`config.mk`:
```
export PLATFORM = sky130hd
export DESIGN_NAME = bbsc_top
export DESIGN_NICKNAME = d
export VERILOG_FILES = /design/src/design/bbsc_top.v /design/src/design/bbsc_sync.v /design/src/design/bbsc_eval.v
export VERILOG_INCLUDE_DIRS = /design/src /design/src/design
export SDC_FILE = /design/constraint.sdc
export NUM_CORES = 2
export LEC_CHECK = 0
export BUFFER_PORTS_ARGS = -buffer_cell sky130_fd_sc_hd__buf_4
export CORE_MARGIN = 2
export CORE_UTILIZATION = 54
export CTS_CLUSTER_DIAMETER = 150
export DETAILED_ROUTE_END_ITERATION = 6
export PLACE_DENSITY = 0.72
export SETUP_SLACK_MARGIN = 0.3
export SLEW_MARGIN = 25
export SYNTH_ARGS = -nofsm -noshare
export SYNTH_HDL_FRONTEND = slang
export SYNTH_SLANG_ARGS = --single-unit
```
`constraint.sdc`:
```
create_clock -name clk_in -period 16.49 [get_ports clk_in]
set_input_delay 2.4735 -clock clk_in [delete_from_list [all_inputs] [get_ports clk_in]]
set_output_delay 2.4735 -clock clk_in [all_outputs]
set_load 0.1 [all_outputs]
```
`src/design/bbsc_defs.vh`:
```
// Constants shared by the synchronism check stage
`ifndef BBSC_DEFS_VH
`define BBSC_DEFS_VH

`define SC_CLK_NS      10
`define SC_MS_NS       1000000
`define SC_MS_CYCLES   (`SC_MS_NS / `SC_CLK_NS)

`define SC_CTRL_OFS    8'h00
`define SC_STAT_OFS    8'h04
`define SC_BYP_OFS     8'h08
`define SC_REQC_OFS    8'h0C
`define SC_SYNC_OFS    8'h10
`define SC_FAILC_OFS   8'h14
`define SC_ANG_OFS     8'h18
`define SC_PCT_OFS     8'h1C
`define SC_DIFF_OFS    8'h20
`define SC_GRP_BASE    8'h40
`define SC_GLIM_OFS    2'h0
`define SC_GDFA_OFS    2'h1
`define SC_GTIM_OFS    2'h2
`define SC_GMOD_OFS    2'h3

`define SC_CTRL_MEAS   1:0
`define SC_CTRL_GRP    3:2
`define SC_CTRL_ALT    5:4
`define SC_CTRL_CLOSE  6

`define SC_MEAS_OFF    2'h0
`define SC_MEAS_LL     2'h1
`define SC_MEAS_LN     2'h2
`define SC_SM_OFF      2'h0
`define SC_SM_ASYNC    2'h1
`define SC_SM_SYNC     2'h2
`define SC_UM_NONE     3'h0
`define SC_UM_DD       3'h1
`define SC_UM_DL       3'h2
`define SC_UM_DLLD     3'h3
`define SC_UM_ALL      3'h4

`define SC_LIM_RST     32'h000A_5014
`define SC_DFA_RST     32'h000A_0064
`define SC_TIM_RST     32'h1388_0064
`define SC_MOD_RST     32'h0000_0002
`define SC_CBT_MIN     16'h0028
`define SC_CBT_MAX     16'h0258
`define SC_PCT_FULL    8'h64
`define SC_PCT_STEP    17'h0_0064
`define SC_DEG_FULL    48'h0000_0000_0168
`define SC_MILLI_SQ    48'h0000_000F_4240

`endif

```
`src/design/bbsc_top.v`:
```
// Synchronism check stage gating a breaker close, AHB-Lite registers
//
// Design decisions made here: register access over AHB-Lite and the placing of the registers.
`timescale 1ns/1ps
`default_nettype none
`include "bbsc_defs.vh"
module bbsc_top #(
	parameter TICK_MS = `SC_MS_CYCLES
) (
	input  wire        clk_in,                     // 100 MHz clock
	input  wire        nrst_in,                    // Async reset, low
	input  wire        hsel_in,                    // AHB select
	input  wire [31:0] haddr_in,                   // AHB address
	input  wire [1:0]  htrans_in,                  // AHB transfer type
	input  wire        hwrite_in,                  // AHB write
	input  wire [2:0]  hsize_in,                   // AHB size
	input  wire [31:0] hwdata_in,                  // AHB write data
	input  wire        hready_in,                  // AHB bus ready
	output wire        hreadyout_out,              // AHB slave ready
	output wire        hresp_out,                  // AHB response
	output wire [31:0] hrdata_out,                 // AHB read data
	input  wire [7:0]  reference_line_voltage_in,  // Line voltage, % Un
	input  wire [7:0]  reference_phase_voltage_in, // Phase voltage, % Un
	input  wire [7:0]  comparison_line_voltage_in, // Comparison, % Un
	input  wire [19:0] ref_freq_in,                // Reference f, mHz
	input  wire [19:0] cmp_freq_in,                // Comparison f, mHz
	input  wire [8:0]  phase_angle_in,             // Signed angle, deg
	input  wire        close_command_in,           // Mimic/bus close pin
	input  wire        bypass_input_in,            // Bypass input pin
	input  wire        group_change_input_in,      // Group input pin
	input  wire        breaker_closed_in,          // Breaker closed pin
	output wire        breaker_close_out,          // Close to object one
	output wire        request_out,                // Request pending
	output wire        ok_out,                     // Conditions met
	output wire        fail_out                    // Timeout failure
);
	localparam [1:0]  ST_IDLE  = 2'h0;
	localparam [1:0]  ST_WAIT  = 2'h1;
	localparam [1:0]  ST_CLOSE = 2'h2;
	// Cycles per millisecond tick; timeouts count in whole ms
	localparam [16:0] TICK_LAST = TICK_MS[16:0] - 17'h0_0001;

	function hit;
		input [7:0] a;
		input [7:0] ofs;
		begin
			hit = (a == ofs);
		end
	endfunction

	wire [3:0] pins_s;
	wire       cmd_s   = pins_s[0];
	wire       byp_s   = pins_s[1];
	wire       grp_s   = pins_s[2];
	wire       brk_s   = pins_s[3];

	reg        wr_q;
	reg [7:0]  wa_q;
	reg [31:0] rdata_q;
	reg [31:0] ctrl_q;
	reg        man_byp_q;
	reg [31:0] g_lim_q [0:3];
	reg [31:0] g_dfa_q [0:3];
	reg [31:0] g_tim_q [0:3];
	reg [31:0] g_mod_q [0:3];
	reg [1:0]  state_q;
	reg        cmd_q;
	reg        close_q;
	reg        fail_q;
	reg        ok_q;
	reg [15:0] req_cnt_q;
	reg [15:0] sync_cnt_q;
	reg [15:0] fail_cnt_q;
	reg [8:0]  ang_cmd_q;
	reg [8:0]  ang_brk_q;
	reg [16:0] tick_q;
	reg [16:0] acc_q;
	reg [7:0]  pct_q;
	reg [16:0] acc_d;
	reg [7:0]  pct_d;
	integer    i;

	bbsc_sync #(
		.W       (4)
	) u_sync (
		.clk_in  (clk_in),
		.nrst_in (nrst_in),
		.d_in    ({breaker_closed_in, group_change_input_in,
			bypass_input_in, close_command_in}),
		.q_out   (pins_s)
	);

	// Group input overrides the chosen group with the alternate one
	wire [1:0]  grp    = grp_s ? ctrl_q[`SC_CTRL_ALT]
		: ctrl_q[`SC_CTRL_GRP];
	wire [31:0] lim    = g_lim_q[grp];
	wire [31:0] dfa    = g_dfa_q[grp];
	wire [31:0] tim    = g_tim_q[grp];
	wire [31:0] mods   = g_mod_q[grp];
	wire [1:0]  meas   = ctrl_q[`SC_CTRL_MEAS];
	wire        enab   = (meas == `SC_MEAS_LL)
		| (meas == `SC_MEAS_LN);
	wire [7:0]  ref_v  = (meas == `SC_MEAS_LN)
		? reference_phase_voltage_in
		: reference_line_voltage_in;
	wire [19:0] df     = ref_freq_in - cmp_freq_in;
	wire        bypass = byp_s | man_byp_q;
	wire [15:0] tout   = tim[31:16];
	wire [3:0]  dl;
	wire [7:0]  du_abs;
	wire        ok_c;

	bbsc_eval u_eval (
		.ref_v_in     (ref_v),
		.cmp_v_in     (comparison_line_voltage_in),
		.dead_lim_in  (lim[7:0]),
		.live_lim_in  (lim[15:8]),
		.du_lim_in    (lim[23:16]),
		.df_in        (df),
		.df_lim_in    (dfa[15:0]),
		.ang_in       (phase_angle_in),
		.ang_lim_in   (dfa[23:16]),
		.cbt_in       (tim[15:0]),
		.smode_in     (mods[1:0]),
		.umode_in     (mods[4:2]),
		.ref_dead_out (dl[0]),
		.ref_live_out (dl[1]),
		.cmp_dead_out (dl[2]),
		.cmp_live_out (dl[3]),
		.du_abs_out   (du_abs),
		.ok_out       (ok_c)
	);

	// Address phase accepted only with the bus ready
	wire        aphase = hsel_in & htrans_in[1] & hready_in;
	// A request while busy is dropped, never queued
	wire        new_req = (cmd_s & ~cmd_q)
		| (wr_q & hit(wa_q, `SC_CTRL_OFS)
		& hwdata_in[`SC_CTRL_CLOSE]);
	wire        busy   = (state_q != ST_IDLE);
	wire [16:0] to_ext = {1'b0, tout};
	wire        tick   = busy & (tick_q == TICK_LAST);
	wire        timed  = busy & (pct_q >= `SC_PCT_FULL);
	wire [15:0] cbt_w  = (hwdata_in[15:0] < `SC_CBT_MIN) ? `SC_CBT_MIN
		: (hwdata_in[15:0] > `SC_CBT_MAX) ? `SC_CBT_MAX
		: hwdata_in[15:0];

	// Percentage built by repeated subtraction to avoid a divider
	always @*
	begin
		acc_d = acc_q;
		pct_d = pct_q;
		if (tick)
			acc_d = acc_q + `SC_PCT_STEP;
		if (busy && (acc_d >= to_ext) && (pct_q != 8'hFF))
		begin
			acc_d = acc_d - to_ext;
			pct_d = pct_q + 8'h01;
		end
	end

	always @(posedge clk_in or negedge nrst_in)
	begin
		if (!nrst_in)
		begin
			wr_q    <= 1'b0;
			wa_q    <= 8'h00;
			rdata_q <= 32'h0000_0000;
		end
		else
		begin
			wr_q <= aphase & hwrite_in;
			wa_q <= haddr_in[7:0];
			// A read just after a write to the same word sees the old value
			if (aphase && !hwrite_in)
			begin
				rdata_q <= 32'h0000_0000;
				case (haddr_in[7:0])
				`SC_CTRL_OFS:  rdata_q <= {26'h0, ctrl_q[5:0]};
				`SC_STAT_OFS:  rdata_q <= {15'h0, state_q, 1'b0,
					ok_q, fail_q, 2'h0, dl, grp, bypass,
					fail_q, ok_q, (state_q == ST_WAIT)};
				`SC_BYP_OFS:   rdata_q <= {31'h0, bypass};
				`SC_REQC_OFS:  rdata_q <= {16'h0, req_cnt_q};
				`SC_SYNC_OFS:  rdata_q <= {16'h0, sync_cnt_q};
				`SC_FAILC_OFS: rdata_q <= {16'h0, fail_cnt_q};
				`SC_ANG_OFS:   rdata_q <= {7'h0, ang_brk_q,
					7'h0, ang_cmd_q};
				`SC_PCT_OFS:   rdata_q <= {24'h0, pct_q};
				`SC_DIFF_OFS:  rdata_q <= {df[19:4], 8'h0, du_abs};
				default:
					if (haddr_in[7:6] == 2'h1)
					begin
						case (haddr_in[3:2])
						`SC_GLIM_OFS: rdata_q <= g_lim_q[haddr_in[5:4]];
						`SC_GDFA_OFS: rdata_q <= g_dfa_q[haddr_in[5:4]];
						`SC_GTIM_OFS: rdata_q <= g_tim_q[haddr_in[5:4]];
						default:      rdata_q <= g_mod_q[haddr_in[5:4]];
						endcase
					end
				endcase
			end
		end
	end

	always @(posedge clk_in or negedge nrst_in)
	begin
		if (!nrst_in)
		begin
			ctrl_q    <= 32'h0000_0001;
			man_byp_q <= 1'b0;
			for (i = 0; i < 4; i = i + 1)
			begin
				g_lim_q[i] <= `SC_LIM_RST;
				g_dfa_q[i] <= `SC_DFA_RST;
				g_tim_q[i] <= `SC_TIM_RST;
				g_mod_q[i] <= `SC_MOD_RST;
			end
		end
		// Closing time is clamped on write, so no group holds a bad value
		else if (wr_q)
		begin
			if (hit(wa_q, `SC_CTRL_OFS))
				ctrl_q <= {26'h0, hwdata_in[5:0]};
			if (hit(wa_q, `SC_BYP_OFS))
				man_byp_q <= hwdata_in[0];
			if (wa_q[7:6] == 2'h1)
			begin
				case (wa_q[3:2])
				`SC_GLIM_OFS: g_lim_q[wa_q[5:4]] <= {8'h0, hwdata_in[23:0]};
				`SC_GDFA_OFS: g_dfa_q[wa_q[5:4]] <= {8'h0, hwdata_in[23:0]};
				`SC_GTIM_OFS: g_tim_q[wa_q[5:4]] <= {hwdata_in[31:16], cbt_w};
				default:      g_mod_q[wa_q[5:4]] <= {27'h0, hwdata_in[4:0]};
				endcase
			end
		end
	end

	always @(posedge clk_in or negedge nrst_in)
	begin
		if (!nrst_in)
		begin
			state_q    <= ST_IDLE;
			cmd_q      <= 1'b0;
			close_q    <= 1'b0;
			fail_q     <= 1'b0;
			ok_q       <= 1'b0;
			req_cnt_q  <= 16'h0000;
			sync_cnt_q <= 16'h0000;
			fail_cnt_q <= 16'h0000;
			ang_cmd_q  <= 9'h000;
			ang_brk_q  <= 9'h000;
			tick_q     <= 17'h0_0000;
			acc_q      <= 17'h0_0000;
			pct_q      <= 8'h00;
		end
		else
		begin
			cmd_q   <= cmd_s;
			ok_q    <= enab & ok_c;
			close_q <= 1'b0;
			tick_q  <= (!busy || tick) ? 17'h0_0000 : tick_q + 17'h0_0001;
			acc_q   <= acc_d;
			pct_q   <= pct_d;
			case (state_q)
			ST_IDLE:
				if (new_req)
				begin
					state_q   <= ST_WAIT;
					fail_q    <= 1'b0;
					acc_q     <= 17'h0_0000;
					pct_q     <= 8'h00;
					req_cnt_q <= req_cnt_q + 16'h0001;
				end
			ST_WAIT:
				if (timed)
				begin
					state_q    <= ST_IDLE;
					fail_q     <= 1'b1;
					fail_cnt_q <= fail_cnt_q + 16'h0001;
				end
				else if (bypass || !enab || ok_q)
				begin
					state_q   <= ST_CLOSE;
					close_q   <= 1'b1;
					ang_cmd_q <= phase_angle_in;
				end
			ST_CLOSE:
				if (brk_s)
				begin
					state_q    <= ST_IDLE;
					ang_brk_q  <= phase_angle_in;
					sync_cnt_q <= sync_cnt_q + 16'h0001;
				end
				// A breaker that never reports closed still fails
				else if (timed)
				begin
					state_q    <= ST_IDLE;
					fail_q     <= 1'b1;
					fail_cnt_q <= fail_cnt_q + 16'h0001;
				end
			default:
				state_q <= ST_IDLE;
			endcase
		end
	end

	// Zero wait states: reads come from the address-phase snapshot
	assign hreadyout_out     = 1'b1;
	assign hresp_out         = 1'b0;
	assign hrdata_out        = rdata_q;
	assign breaker_close_out = close_q;
	assign request_out       = (state_q == ST_WAIT);
	assign ok_out            = ok_q;
	assign fail_out          = fail_q;
endmodule // bbsc_top
`default_nettype wire

```
`src/design/bbsc_sync.v`:
```
// Two-stage synchroniser for asynchronous pin inputs
`timescale 1ns/1ps
`default_nettype none
module bbsc_sync #(
	parameter W = 1
) (
	input  wire         clk_in,   // System clock
	input  wire         nrst_in,  // Async reset, active low
	input  wire [W-1:0] d_in,     // Asynchronous levels
	output wire [W-1:0] q_out     // Synchronised levels
);
	reg [W-1:0] meta_q;
	reg [W-1:0] sync_q;

	always @(posedge clk_in or negedge nrst_in)
	begin
		if (!nrst_in)
		begin
			meta_q <= {W{1'b0}};
			sync_q <= {W{1'b0}};
		end
		else
		begin
			meta_q <= d_in;
			sync_q <= meta_q;
		end
	end

	assign q_out = sync_q;
endmodule // bbsc_sync
`default_nettype wire

```
`src/design/bbsc_eval.v`:
```
// Combinational amplitude, slip, angle and dead/live evaluation
`timescale 1ns/1ps
`default_nettype none
`include "bbsc_defs.vh"
module bbsc_eval (
	input  wire [7:0]  ref_v_in,     // Reference side voltage, % Un
	input  wire [7:0]  cmp_v_in,     // Comparison side voltage, % Un
	input  wire [7:0]  dead_lim_in,  // Dead voltage limit
	input  wire [7:0]  live_lim_in,  // Live voltage limit
	input  wire [7:0]  du_lim_in,    // Amplitude difference limit
	input  wire [19:0] df_in,        // Signed frequency difference, mHz
	input  wire [15:0] df_lim_in,    // Frequency difference limit, mHz
	input  wire [8:0]  ang_in,       // Signed angle difference, deg
	input  wire [7:0]  ang_lim_in,   // Angle difference limit, deg
	input  wire [15:0] cbt_in,       // Breaker closing time, ms
	input  wire [1:0]  smode_in,     // Synchronism mode
	input  wire [2:0]  umode_in,     // Voltage check mode
	output wire        ref_dead_out, // Reference side dead
	output wire        ref_live_out, // Reference side live
	output wire        cmp_dead_out, // Comparison side dead
	output wire        cmp_live_out, // Comparison side live
	output wire [7:0]  du_abs_out,   // Amplitude difference magnitude
	output wire        ok_out        // Close conditions met
);
	wire [19:0] df_abs  = df_in[19] ? (~df_in + 20'h0_0001) : df_in;
	wire [8:0]  ang_abs = ang_in[8] ? (~ang_in + 9'h001) : ang_in;
	wire        rd = ref_v_in < dead_lim_in;
	wire        rl = ref_v_in > live_lim_in;
	wire        cd = cmp_v_in < dead_lim_in;
	wire        cl = cmp_v_in > live_lim_in;
	wire        du_ok  = du_abs_out <= du_lim_in;
	wire        df_ok  = df_abs <= {4'h0, df_lim_in};
	wire        ang_ok = ang_abs <= {1'b0, ang_lim_in};
	// Angle still to slip versus angle slipped during the closing time
	wire [47:0] ang_term  = {39'h0, ang_abs} * `SC_MILLI_SQ;
	wire [47:0] slip_term = {32'h0, cbt_in} * `SC_DEG_FULL
		* {28'h0, df_abs};
	wire        t_long   = ang_term > slip_term;
	wire        closing  = (ang_abs == 9'h000)
		| ((ang_in[8] != df_in[19]) & (df_abs != 20'h0_0000));
	wire        zero_hit = closing & (ang_term <= slip_term);
	reg         v_ok;
	reg         s_ok;

	assign du_abs_out = (ref_v_in >= cmp_v_in) ? (ref_v_in - cmp_v_in)
		: (cmp_v_in - ref_v_in);
	assign ref_dead_out = rd;
	assign ref_live_out = rl;
	assign cmp_dead_out = cd;
	assign cmp_live_out = cl;

	always @*
	begin
		case (umode_in)
		`SC_UM_DD:   v_ok = rd & cd;
		`SC_UM_DL:   v_ok = rd & cl;
		`SC_UM_DLLD: v_ok = (rd & cl) | (rl & cd);
		`SC_UM_ALL:  v_ok = (rd & cd) | (rd & cl) | (rl & cd);
		default:     v_ok = 1'b0;
		endcase
		case (smode_in)
		`SC_SM_ASYNC: s_ok = rl & cl & du_ok & df_ok & ang_ok & t_long;
		`SC_SM_SYNC:  s_ok = rl & cl & du_ok & df_ok & zero_hit;
		default:      s_ok = 1'b0;
		endcase
	end

	assign ok_out = s_ok | v_ok;
endmodule // bbsc_eval
`default_nettype wire

```
## After elaboration in Yosys (flattened, before gate mapping)

Cells that the tools add are included.

| storage, ports and cells | value |
|---|---|
| register bits | 682 |
| input port bits | 151 |
| output and inout port bits | 38 |

| cells by class | value |
|---|---|
| add/sub/neg operators | 12 |
| multipliers | 3 |
| order comparisons | 18 |
| equal/unequal tests | 32 |
| multiplexer cells | 66 |
| bitwise logic cells | 36 |
| reduce and logical (&&, ||, !) cells | 33 |

Operators by type and width:

| operator | number |
|---|---|
| $bmux W32 S2 | 8 |
| $bwmux W128 | 4 |
| $mux W32 | 12 |
| $pmux W32 S9 | 1 |
| $mux W24 | 4 |
| $pmux W32 S3 | 1 |
| $mux W17 | 5 |
| $demux W32 S2 | 1 |
| $mux W16 | 4 |
| $add A16 B1 Y16 const B | 3 |
| $gt A29 B45 Y1 | 1 |
| $le A29 B45 Y1 | 1 |
| $mul A22 B20 Y42 | 1 |
| $mux W8 | 5 |
| $eq A8 B5 Y1 const B | 4 |
| $pmux W16 S2 | 1 |
| $eq A8 B4 Y1 const B | 3 |
| $mul A9 B14 Y23 const B | 1 |
| $mul A16 B6 Y22 const B | 1 |
| $reduce_and A3 Y1 | 7 |
| $add A20 B1 Y20 const B | 1 |
| $and A1 B1 Y1 | 20 |
| $le A20 B16 Y1 | 1 |
| $mux W20 | 1 |
| other kinds (55) | 109 |

## Depth between registers and ports, before layout

| depth | value |
|---|---|
| word-level depth | 14 |
| gate-level depth with buffers | 57 |

## Hierarchy

Synthesis repeated with hierarchy kept, for this count alone.

| unflattened totals | value |
|---|---|
| cells, all modules | 4,948 |
| area total of the unflattened synthesis | 48,960.7 um^2 |

Modules (own cells, without submodules):

| module | instances | cells each | area an instance (um^2) | sequential area each (um^2) |
|---|---|---|---|---|
| bbsc_top | 1 | 2,313 | 26,869.5 | 12,663.4 |
| bbsc_eval | 1 | 2,627 | 21,891.0 | 0.0 |
| bbsc_sync | 1 | 8 | 200.2 | 200.2 |

## Worst setup path after synthesis

OpenSTA, ideal clock, no wires.

| timing path | value |
|---|---|
| path kind | register -> register |
| start | register u_sync.sync_q[2] (netlist: u_sync.q_out[2]) |
| end | register ok_q (netlist: ok_out) |
| setup time | 0.120 ns |
| arrival | 13.552 ns |
| required time | 16.370 ns |
| setup slack | 2.818 ns |
| stages on the path, launching flop included | 53 |
| clock period less this slack | 13.672 ns |
| cell sequence | dfrtp_1 > mux2i_2 > clkbuf_1 > buf_1 > mux4_2 > ha_1 > inv_1 > fa_1 > fa_1 > inv_1 > ha_1 > a21oi_1 > o21ai_0 > a21oi_1 > o21bai_1 > a21o_1 > a21o_1 > a311oi_1 > [... 17 more ...] > nand2_1 > nor2_1 > o21ai_0 > a32o_1 > nor4_1 > o21bai_1 > xnor2_1 > ha_1 > nand4_1 > nor4_1 > o21ai_0 > a21oi_1 > nor4_1 > a2111oi_0 > o2111ai_1 > a2111oi_0 > nand2_1 > a31o_1 |

| on the way | value |
|---|---|
| longest elaborated chain between the ends | 14 |
| elaborated cells on any way between the ends | 48 |
| those cells by class | mul (2); order compare (9); eq/ne (6); mux (15); bitwise (16) |

RTL lines:

| what | RTL line | source |
|---|---|---|
| from (decl) | bbsc_sync.v:13 | `reg [W-1:0] sync_q;` |
| from (signal assigned) | bbsc_sync.v:20 | `sync_q <= {W{1'b0}};` |
| from (signal assigned) | bbsc_sync.v:25 | `sync_q <= meta_q;` |
| $mux W2 * | bbsc_top.v:94 | `` wire [1:0] grp = grp_s ? ctrl_q[`SC_CTRL_ALT] `` |
| $not A2 Y3 (implied by the code) * | -- |  |
| branches (longest 10 deep; another with $le A29 B45 Y1) | -- |  |
| $or A1 B1 Y1 * | bbsc_eval.v:68 | `assign ok_out = s_ok \| v_ok;` |
| $and A1 B1 Y1 * | bbsc_top.v:260 | `ok_q <= enab & ok_c;` |
| to (signal assigned) | bbsc_top.v:260 |  |
| to (decl) | bbsc_top.v:70 | `reg ok_q;` |

Mark *: on every way between the ends. The select of a mux whose other input is x is not followed.
A chain may end at the register's enable or synchronous reset.

## Worst setup path in the final report

Same ends and word-level chain as after synthesis.

==> impl_metrics.yaml <==
clock_tree:
  tritoncts_clock_tree: "yes"
  cts.sink_count: 510
  clk-insertion-delay-late_ns: 0.58
  h-tree-depth: 2
  cts-buffers-inserted: 48
  clockBufferDepth: 3
  clockRootBuffer: "sky130_fd_sc_hd__clkbuf_16"
  number_of_hold_buffers_added_after_cts: 0
  cts.clk_slew.worst_paths_ns: 0.07
setup_path:
  worstRegToRegCells: 50
  cp_max_fo: 13
  worst-endpoint-required_ns: 16.95
  critical_r2r_capture: "ok_out"
  cpPeakStageDelay_ns: 0.57
  worst_setup_path_start_kind: "flop"
  worstReg2RegStart: "u_sync.q_out[2]"
  data_arrival_time_of_the_critical_path_ns: 15.53
  timing.critical_path.to_type: "flop"
  timing.critical_path.slowest_stage_cell: "sky130_fd_sc_hd__fa_1"
  timing_worst_setup_path_type: "flop to flop"
  rrSetupSlack_ns: 1.41
  crit_top_cell: "sky130_fd_sc_hd__fa_1"
grt:
  number_of_antenna_violations_at_the_first_check_in_global_routing: 5
  gr-usage-all-layers_pct: 30.8
  largest_net_degree_at_the_start_of_global_routing: 104
  grt_remaining_overflow: 0
  first_pass_grt_wire_length_um: 224000
  first_global_vias: 38991
synth:
  syn_area_sq_um: 49200
  netlist.area_leader.share_pct: 21.8
  synth_async_sr_flop_share_pct: 100
  flip_flop_cell_with_the_highest_count_after_synthesis: "sky130_fd_sc_hd__dfrtp_1"
  synthesis.instances: 4997
  synthesis.yosys.warnings: 0
  synth-edff-count: 0
  postSynthNetCount: 5962
  avgSynthCellArea_sq_um: 9.85
  synth_seq_cells: 510
  synth.area.top_cells: "sky130_fd_sc_hd__dfrtp_1 (22%), sky130_fd_sc_hd__fa_1 (17%), sky130_fd_sc_hd__ha_1 (10%), sky130_fd_sc_hd__mux4_2 (7.9%), sky130_fd_sc_hd__mux2_2 (5.5%)"
  synthDominantAreaCellType: "sky130_fd_sc_hd__dfrtp_1"
  synth_cell_types: 97
  seq_area_frac_synth_pct: 26.1
drt:
  first_pass_iters: 6
  first_iter_violations: 3130
  antenna_violating_nets_post_route: 0
  viasPerCell: 6.04
  drt-wirelength-per-cell_um: 22.5
  detailed_route_via_count: 37910
  totalWireLength_um: 141000
  detail_route.drc_violations: 0
placement:
  placedCellCount: 6182
  dp_hpwl_um: 108000
  routabilityCongestion: 0.947
  io_buffer_count: 158
worst_hold_path:
  timing.hold.worst.class: "flop to flop"
  hold_depth: 0
  hold_start: "u_sync.meta_q[3]"
  hold-path-endpoint: "u_sync.q_out[3]"
sta:
  fin_crit_ns: 15.08
  fmaxAchievable_mhz: 66.3
  fin_tns_setup_ns: 0
  tightestPinTransition_ns: 1.09
  setup_viol: 0
  hold_viol_final: 0
  grt_setup_unrepaired: "false"
  final_min_period_over_clock_period_pct: 91.4
  maxSlewViolCount: 0
  slew_headroom_pct: 26.5
  worst_clock_skew_on_the_final_layout_ns: 0.0153
floorplan:
  placementRows: 110
  core_footprint_sq_um: 90100
  effective_utilization_at_floorplan_pct: 54.6
  die_y_um: 306
  dieWidth_um: 306
  boundaryPins: 189
  die_area_sq_um: 93500
final_layout:
  area_growth_syn_to_layout_pct: 8.86
  layout.cells.non_filler: 6277
  layout.nets: 6026
  drive_above_1_share_pct: 17.5
outcome:
  result_of_the_run: "finished clean"
run:
  cap_violations: 0
## registers in the layout, summed over array words and instances, names as in the netlist, 2 cells and up
| register | flops |
|---|---|
| g_mod_q | 20 |
| sync_cnt_q | 16 |
| g_dfa_q | 96 |
| u_sync.q_out | 4 |
| fail_cnt_q | 16 |
| tick_q | 17 |
| g_lim_q | 96 |
| acc_q | 17 |
| pct_q | 8 |
| ctrl_q | 6 |
| state_q | 2 |
| g_tim_q | 128 |
| ang_brk_q | 9 |
| hrdata_out | 32 |
| ang_cmd_q | 9 |
| u_sync.meta_q | 4 |
| wa_q | 8 |
| req_cnt_q | 16 |
## cell families after synthesis
family	after synthesis	share of synthesized area [%]
AO/OA/AOI/OAI	617	8.44
XOR/XNOR	210	3.77
adder cells (fa/ha/maj)	814	26.9
buffers and inverters	897	6.89
flip-flops	510	26.1
multiplexers	458	14.3
other	2	0.0153
AND/OR/NAND/NOR	1489	13.5
## final cells by class
type	instances	area [sq um]
Timing Repair Buffer	242	1870
Multi-Input combinational cell	3590	33200
Fill cell	7562	36600
Sequential cell	510	12900
Tap cell	1176	1470
Antenna cell	1	2.50
Clock buffer	65	1390
Clock inverter	24	295
Inverter	669	2510
## worst max path at each step
stage                               start      to  slack (ns)  cells past startpoint
after global routing      u_sync.q_out[2]  ok_out        0.31                     50
after floorplan           u_sync.q_out[2]  ok_out        2.82                     52
after global placement    u_sync.q_out[2]  ok_out        1.47                     54
after detailed placement  u_sync.q_out[2]  ok_out        1.28                     50
final                     u_sync.q_out[2]  ok_out        1.41                     50
after CTS                 u_sync.q_out[2]  ok_out        1.23                     50
## metal layers
| metal | vias up | track usage [%] | wire length (um) |
|---|---|---|---|
| met5 | - | 0 | 26 |
| met4 | 4 | 13.7 | 7300 |
| met3 | 335 | 5.11 | 10500 |
| met2 | 1429 | 51.0 | 67600 |
| met1 | 19280 | 39.9 | 56000 |
| li1 | 16862 | - | - |
## metrics by stage
| stage | hold WS [ns] | util (%) | cell area [sq um] | worst slack (ns) |
|---|---|---|---|---|
| global route | 0.355 | 59.4 | 53600 | 0.308 |
| floorplan | 0.331 | - | 49200 | 2.82 |
| detailed placement | 0.335 | 57.5 | 51800 | 1.28 |
| CTS | 0.349 | 59.3 | 53500 | 1.23 |
| finish | 0.348 | 59.4 | 53600 | 1.41 |
| global placement | 0.337 | 57.4 | 51800 | 1.47 |
## synth_stat cells, drive strengths merged (136+ instances only)
master and n:
inv 668, mux4 173, xnor2 136, clkbuf 191, nor2 417, nand2 624, a21oi 156, dfrtp 429
mux2 242, ha 407, o21ai 148, fa 407
## repair_timing
item | 4_1_cts | 5_1_grt
buffers inserted | 0 | 4
gates resized for setup | 0 | 1
endpoints found under the setup margin | 0 | 1
## cells in the final DEF, fill, tap and decap left out, drive strengths merged, types with 61 or more instances in the layout
master	instances
a21oi	156
buf	242
clkbuf	65
dfrtp	429
dfstp	81
fa	407
ha	407
inv	671
mux2	242
mux4	173
nand2	624
nand3	72
nor2	417
nor2b	70
nor3	61
o21ai	148
xnor2	136
xor2	74
## worst max-delay path: cells and delay by family, from the launching register on
family	cells	cell delay [ns]
flip-flops	1	0.47
adder cells (fa/ha/maj)	13	6.29
XOR/XNOR	2	0.32
multiplexers	2	0.78
AND/OR/NAND/NOR	8	1.62
AO/OA/AOI/OAI	17	4.20
buffers and inverters	8	1.27
Power is not shown: default switching activity piles up to over one toggle a cycle in this logic, so the estimate is an artifact.
